File: src/rtl/gev_pkg.sv
package gev_pkg;

  // configuration space offsets, reached through function 0 only
  localparam logic [7:0]  GEV_FLAGS_OFS     = 8'ha8;
  localparam logic [7:0]  GEV_ENABLES_OFS   = 8'haa;
  localparam logic [2:0]  GEV_FUNC0         = 3'h0;

  // flag / enable bit positions
  localparam int          GEV_BIT_VIDEO0    = 15;
  localparam int          GEV_BIT_VIDEO1    = 14;
  localparam int          GEV_BIT_POWER     = 11;
  localparam int          GEV_BIT_PROG12    = 8;
  localparam int          GEV_BIT_INPUT0    = 0;
  localparam int          GEV_NUM_INPUTS    = 5;

  // implemented bits; everything else reads zero and ignores writes
  localparam logic [15:0] GEV_IMPL_MASK     = 16'hc91f;
  localparam logic [15:0] GEV_FLAGS_RESET   = 16'h0000;
  localparam logic [15:0] GEV_ENABLES_RESET = 16'h0000;

  // programming-voltage request code meaning 12 V
  localparam logic [1:0]  GEV_VPP_12V       = 2'h2;

  typedef struct packed {
    logic       valid;
    logic       write;
    logic [2:0] func;
    logic [7:0] offset;
    logic [1:0] be;
    logic [15:0] wdata;
  } gev_cfg_req_type;

  typedef struct packed {
    logic [1:0] vcc;
    logic [1:0] vpp;
  } gev_sock_pwr_type;

endpackage : gev_pkg

File: src/rtl/gev_event_logic.sv
`timescale 1ns/1ps
module gev_event_logic
  import gev_pkg::*;
(
  // clock and reset
  input  wire logic                           mclk,
  input  wire logic                           resetn,
  // configuration access
  input  wire gev_cfg_req_type                cfg_req,
  output logic [15:0]                         cfg_rdata,
  output logic                                cfg_ack,
  // socket state from card control logic
  input  wire logic [1:0]                     video_port_enable,
  input  wire gev_sock_pwr_type [1:0]         sock_pwr,
  // multifunction terminal inputs: bit order pins 0,1,2,4,5
  input  wire logic [GEV_NUM_INPUTS-1:0]      multi_pin_in,
  input  wire logic [GEV_NUM_INPUTS-1:0]      pin_is_input,
  input  wire logic                           event_pin_routed,
  // event output to host chipset
  output logic                                general_event_out_n
);

  typedef struct packed {
    logic [15:0]                flags;
    logic [15:0]                enables;
    logic [GEV_NUM_INPUTS-1:0]  sync1;
    logic [GEV_NUM_INPUTS-1:0]  sync2;
    logic [GEV_NUM_INPUTS-1:0]  sync3;
    logic [GEV_NUM_INPUTS-1:0]  level;
    logic                       primed;
    logic [1:0]                 video_prev;
    gev_sock_pwr_type [1:0]     pwr_prev;
    logic [15:0]                rdata;
    logic                       ack;
    logic                       event_n;
  } gev_state_type;

  gev_state_type st_q;
  gev_state_type st_d;

  function automatic logic [15:0] lane_mask(input logic [1:0] be);
    lane_mask = {{8{be[1]}}, {8{be[0]}}};
  endfunction : lane_mask

  function automatic logic hit(input gev_cfg_req_type r, input logic [7:0] ofs);
    hit = r.valid && (r.func == GEV_FUNC0) && (r.offset == ofs);
  endfunction : hit

  logic [15:0]               set_vec;
  logic [15:0]               clr_vec;
  logic [15:0]               gate_vec;
  logic [GEV_NUM_INPUTS-1:0] settled;
  logic [GEV_NUM_INPUTS-1:0] changed;
  logic [1:0]                hi12_now;
  logic [1:0]                hi12_prev;

  always_comb begin
    st_d = st_q;
    // three stage sync; second and third must agree before a level counts
    st_d.sync1 = multi_pin_in;
    st_d.sync2 = st_q.sync1;
    st_d.sync3 = st_q.sync2;
    settled    = ~(st_q.sync2 ^ st_q.sync3);
    changed    = '0;
    for (int i = 0; i < GEV_NUM_INPUTS; i++) begin
      if (settled[i]) begin
        st_d.level[i] = st_q.sync3[i];
        changed[i]    = st_q.primed && (st_q.sync3[i] != st_q.level[i]);
      end
    end
    // first settled sample after reset is a baseline, not an event
    st_d.primed = st_q.primed | (&settled);

    for (int s = 0; s < 2; s++) begin
      hi12_now[s]  = (sock_pwr[s].vpp == GEV_VPP_12V);
      hi12_prev[s] = (st_q.pwr_prev[s].vpp == GEV_VPP_12V);
    end
    st_d.video_prev = video_port_enable;
    st_d.pwr_prev   = sock_pwr;

    set_vec                 = '0;
    set_vec[GEV_BIT_VIDEO0] = video_port_enable[0] ^ st_q.video_prev[0];
    set_vec[GEV_BIT_VIDEO1] = video_port_enable[1] ^ st_q.video_prev[1];
    set_vec[GEV_BIT_POWER]  = (sock_pwr != st_q.pwr_prev);
    set_vec[GEV_BIT_PROG12] = |(hi12_now ^ hi12_prev);
    set_vec[GEV_BIT_INPUT0 +: GEV_NUM_INPUTS] = changed;

    // write one to clear, zero leaves alone; a same-cycle event wins
    clr_vec = '0;
    if (hit(cfg_req, GEV_FLAGS_OFS) && cfg_req.write) begin
      clr_vec = cfg_req.wdata & lane_mask(cfg_req.be);
    end
    // flags ignore the enables entirely
    st_d.flags = ((st_q.flags & ~clr_vec) | set_vec) & GEV_IMPL_MASK;

    if (hit(cfg_req, GEV_ENABLES_OFS) && cfg_req.write) begin
      st_d.enables = ((st_q.enables & ~lane_mask(cfg_req.be))
                     | (cfg_req.wdata & lane_mask(cfg_req.be))) & GEV_IMPL_MASK;
    end

    // reads of function 1 or other offsets return zero
    st_d.ack   = cfg_req.valid;
    st_d.rdata = '0;
    if (hit(cfg_req, GEV_FLAGS_OFS) && !cfg_req.write) begin
      st_d.rdata = st_q.flags & GEV_IMPL_MASK;
    end else if (hit(cfg_req, GEV_ENABLES_OFS) && !cfg_req.write) begin
      st_d.rdata = st_q.enables & GEV_IMPL_MASK;
    end

    // terminal inputs only signal while configured as inputs
    gate_vec = GEV_IMPL_MASK;
    gate_vec[GEV_BIT_INPUT0 +: GEV_NUM_INPUTS] = pin_is_input;
    // level output: stays low until software clears the flag or its enable, its terminal stops being an input, or event_pin_routed drops
    st_d.event_n = ~(event_pin_routed
                     && |(st_q.flags & st_q.enables & gate_vec));
  end

  always_ff @(posedge mclk or negedge resetn) begin
    if (!resetn) begin
      st_q            <= '0;
      st_q.flags      <= GEV_FLAGS_RESET;
      st_q.enables    <= GEV_ENABLES_RESET;
      st_q.event_n    <= 1'b1;
    end else begin
      st_q <= st_d;
    end
  end

  assign cfg_rdata           = st_q.rdata;
  assign cfg_ack             = st_q.ack;
  assign general_event_out_n = st_q.event_n;

endmodule : gev_event_logic

File: config.mk
export PLATFORM = sky130hd
export DESIGN_NAME = gev_event_logic
export DESIGN_NICKNAME = d
export VERILOG_FILES = /design/src/rtl/gev_pkg.sv /design/src/rtl/gev_event_logic.sv
export SDC_FILE = /design/constraint.sdc
export NUM_CORES = 1
export LEC_CHECK = 0
export BUFFER_PORTS_ARGS = -buffer_cell sky130_fd_sc_hd__buf_2
export CORE_ASPECT_RATIO = 1.25
export CORE_MARGIN = 5
export CORE_UTILIZATION = 40
export CTS_CLUSTER_SIZE = 20
export DETAILED_ROUTE_END_ITERATION = 7
export GPL_TIMING_DRIVEN = 0
export HOLD_SLACK_MARGIN = 0.08
export PLACE_DENSITY_LB_ADDON = 0.3
export SYNTH_ARGS = -nofsm -noshare
export SYNTH_HDL_FRONTEND = slang
export SYNTH_SLANG_ARGS = --single-unit
export TNS_END_PERCENT = 5
File: constraint.sdc
create_clock -name mclk -period 3.6 [get_ports mclk]
set_clock_uncertainty 0.05 [all_clocks]
set_input_delay 0.72 -clock mclk [delete_from_list [all_inputs] [get_ports mclk]]
set_output_delay 0.72 -clock mclk [all_outputs]
set_load 0.05 [all_outputs]
==> results.yml <==
status:
  outcome: "completed"
synth:
  avgSynthCellArea_um2: 13.0
  synth_top_area_share_pct: 58.1
  yosys-top-cells-area: "dfrtp_1 58%, buf_4 4.7%, mux2i_1 4.3%"
  synth.largest_area_cell: "dfrtp_1"
  synth_cell_type_count: 35
  ys_seq_area_share_pct: 59.2
  synth_seq_cells: 60
  synth_area_um2: 2540
  yosysWarnings: 0
  synth_cells: 196
timing:
  worstMarginPinSlew_ns: 0.722
  hold_viol: 0
  post-route-period-util_pct: 62.2
  fmax_mhz: 447
  relSlewSlack_pct: 51.9
  slew_viol_final: 0
  setup_tns_ns: 0
  fin_crit_ns: 2.24
  worst_slack_ns: 1.36
  setup_viol: 0
  hold_ws_ns: 0.296
  rsz0062_at_grt: "no"
cts:
  ctsResizeCount: 0
  post_cts_buffers: 0
  clkTransAtPathRegs_ns: 0.06
  h-tree-depth: 3
  tritoncts: "done"
  clk_latency_ns: 0.32
  cts_hold_buffers: 0
  cts.sinks: 60
  cts_root_buf: "clkbuf_8"
  max-clock-path-buffers: 2
  cts_buffers: 9
placement:
  pre_cts_ws_ns: 1.03
  dp_cells: 343
  placed_area_um2: 2950
  place.gp.congestion: 0.790
  numPortBuffers: 56
finish:
  final_cells: 358
  insertedDiodeCount: 0
  syn_to_final_growth_pct: 23.6
  regArea_um2: 1500
  final_cell_area_um2: 3140
  drive_gt1_share_pct: 38.1
  n_fill_cell: 584
  nets: 323
  multi_input_area_um2: 910
  post-route-util_pct: 50.9
power_and_ir_drop:
  clkPwrFrac_pct: 40.1
  p_comb_share_pct: 8.5
  p_switching_mw: 0.313
  p_leak_nw: 1.48
  ir_drop_v: 0.000260
  totalPowerFinal_mw: 1.38
  p_int_mw: 1.07
  seq_power_share_pct: 51.4
  powerDensity_nw_per_um2: 440
  p_sw_share_pct: 22.7
routing:
  first_pass_iters: 4
  ant_nets: 0
  wl_um: 4340
  drtIter0Drc: 78
  drc: 0
  wl_per_cell_um: 12.1
  via_count: 1630
  avgViaCountPerCell: 4.55
floorplanning:
  row_count: 32
  dieArea_um2: 8050
  die_x_um: 81.3
  die_h_um: 99.1
  coreArea_um2: 6170
  start_util_pct: 41.2
  io_pins: 72
global_routing:
  grt_antenna_before_repair: 0
  grt_pass1_vias: 1671
  grt_max_degree: 61
  grt_overflow: 0
  grtUsageTotal_pct: 11.9
  grt_pass1_wl_um: 7250
setup_path:
  cp-start-kind: "input port"
  cp.arrival_ns: 2.39
  required_ns: 3.75
  crit_fanout: 8
  endpoint_kind: "flop"
  critPathKind: "input port to flop"
worst_hold_path:
  hold_path_class: "flop to flop"
run:
  drv_cap: 0
==> power by group through the flow <==
stage	registers, mW	logic, mW	clock network [mW]
after floorplan	0.722	0.0666	0
after global placement	0.721	0.118	0
after detailed placement	0.722	0.119	0
after CTS	0.710	0.119	0.573
after global routing	0.713	0.130	0.605
final	0.710	0.117	0.554
==> worst max-delay path: stages <==
cell and delay (ns):
buf_2 0.10, or4b_4 0.52, buf_6 0.15, or4_4 0.52
a221o_1 0.37
==> metal layers <==
layer / share of wire (%) / track usage [%] / up-vias
met3: 5.7 / 3.53 / 11
met4: 2.9 / 8.45 / 0
met2: 51 / 19.8 / 40
li1: - / - / 815
met1: 40 / 12.7 / 764
met5: 0 / 0 / -
==> cell usage in the layout, fill, tap and decap left out, types with 4 or more instances in the layout <==
cell | netlist | final
a221o_1 | 5 | 5
buf_2 | 0 | 55
buf_4 | 16 | 17
clkbuf_1 | 3 | 4
clkbuf_8 | 0 | 13
conb_1 | 1 | 7
dfrtp_1 | 59 | 59
maj3_1 | 5 | 5
mux2_2 | 9 | 9
mux2i_1 | 11 | 11
nand2_1 | 9 | 9
nand3_1 | 10 | 10
nand4b_1 | 4 | 4
nor2_1 | 9 | 9
nor2b_1 | 9 | 9
o41ai_1 | 4 | 4
xnor2_1 | 6 | 6
xor2_1 | 9 | 9
==> final timing paths <==
path / startpoint / end / slack [ns] / depth (start not counted)
worst max-delay path: cfg_req[28] / st_q[68] / 1.36 / 5
worst min-delay path: st_d[40] / st_d[35] / 0.30 / 0
worst max register to register: st_q[35] / st_q[28] / 2.31 / 3
worst min register to register: st_d[40] / st_d[35] / 0.30 / 0
max in group asynchronous: resetn / st_q[20] / 2.62 / 1
min in group asynchronous: resetn / st_d[40] / 0.41 / 1
==> cell families (layout without fill, tap and decap cells) <==
group | count (synthesis) | after routing | share of synthesized area (%)
AO/OA/AOI/OAI | 17 | 17 | 5.67
XOR/XNOR | 15 | 15 | 5.17
adder cells (fa/ha/maj) | 5 | 5 | 1.97
buffers and inverters | 22 | 93 | 5.91
flip-flops | 60 | 60 | 59.2
multiplexers | 20 | 20 | 8.33
other | 1 | 7 | 0.148
AND/OR/NAND/NOR | 56 | 56 | 13.6
==> synth_stat cells, drive strengths merged <==
library cell,instances
dfrtp,59
or3b,1
clkbuf,3
or4b,1
a22oi,2
a221o,5
a31o,1
nand4bb,1
buf,19
xor2,9
o31ai,1
mux2,9
a221oi,1
nor2b,9
or2,2
mux2i,11
nor4,4
nand3b,1
nand3,10
nand4b,4
o22ai,3
maj3,5
nor2,9
dfstp,1
xnor2,6
nand2b,3
conb,1
nand2,9
or4,2
o41ai,4
==> layout make-up <==
cell class | count | area share [%]
clock inverters | 1 | 0.159
well taps | 85 | 3.39
flip-flops and latches | 60 | 47.9
multi-input cells | 120 | 29.0
clock buffers | 14 | 5.82
repair buffers | 56 | 9.01
plain buffers | 22 | 4.78
Note: power is estimated with default switching activity, not from simulation.
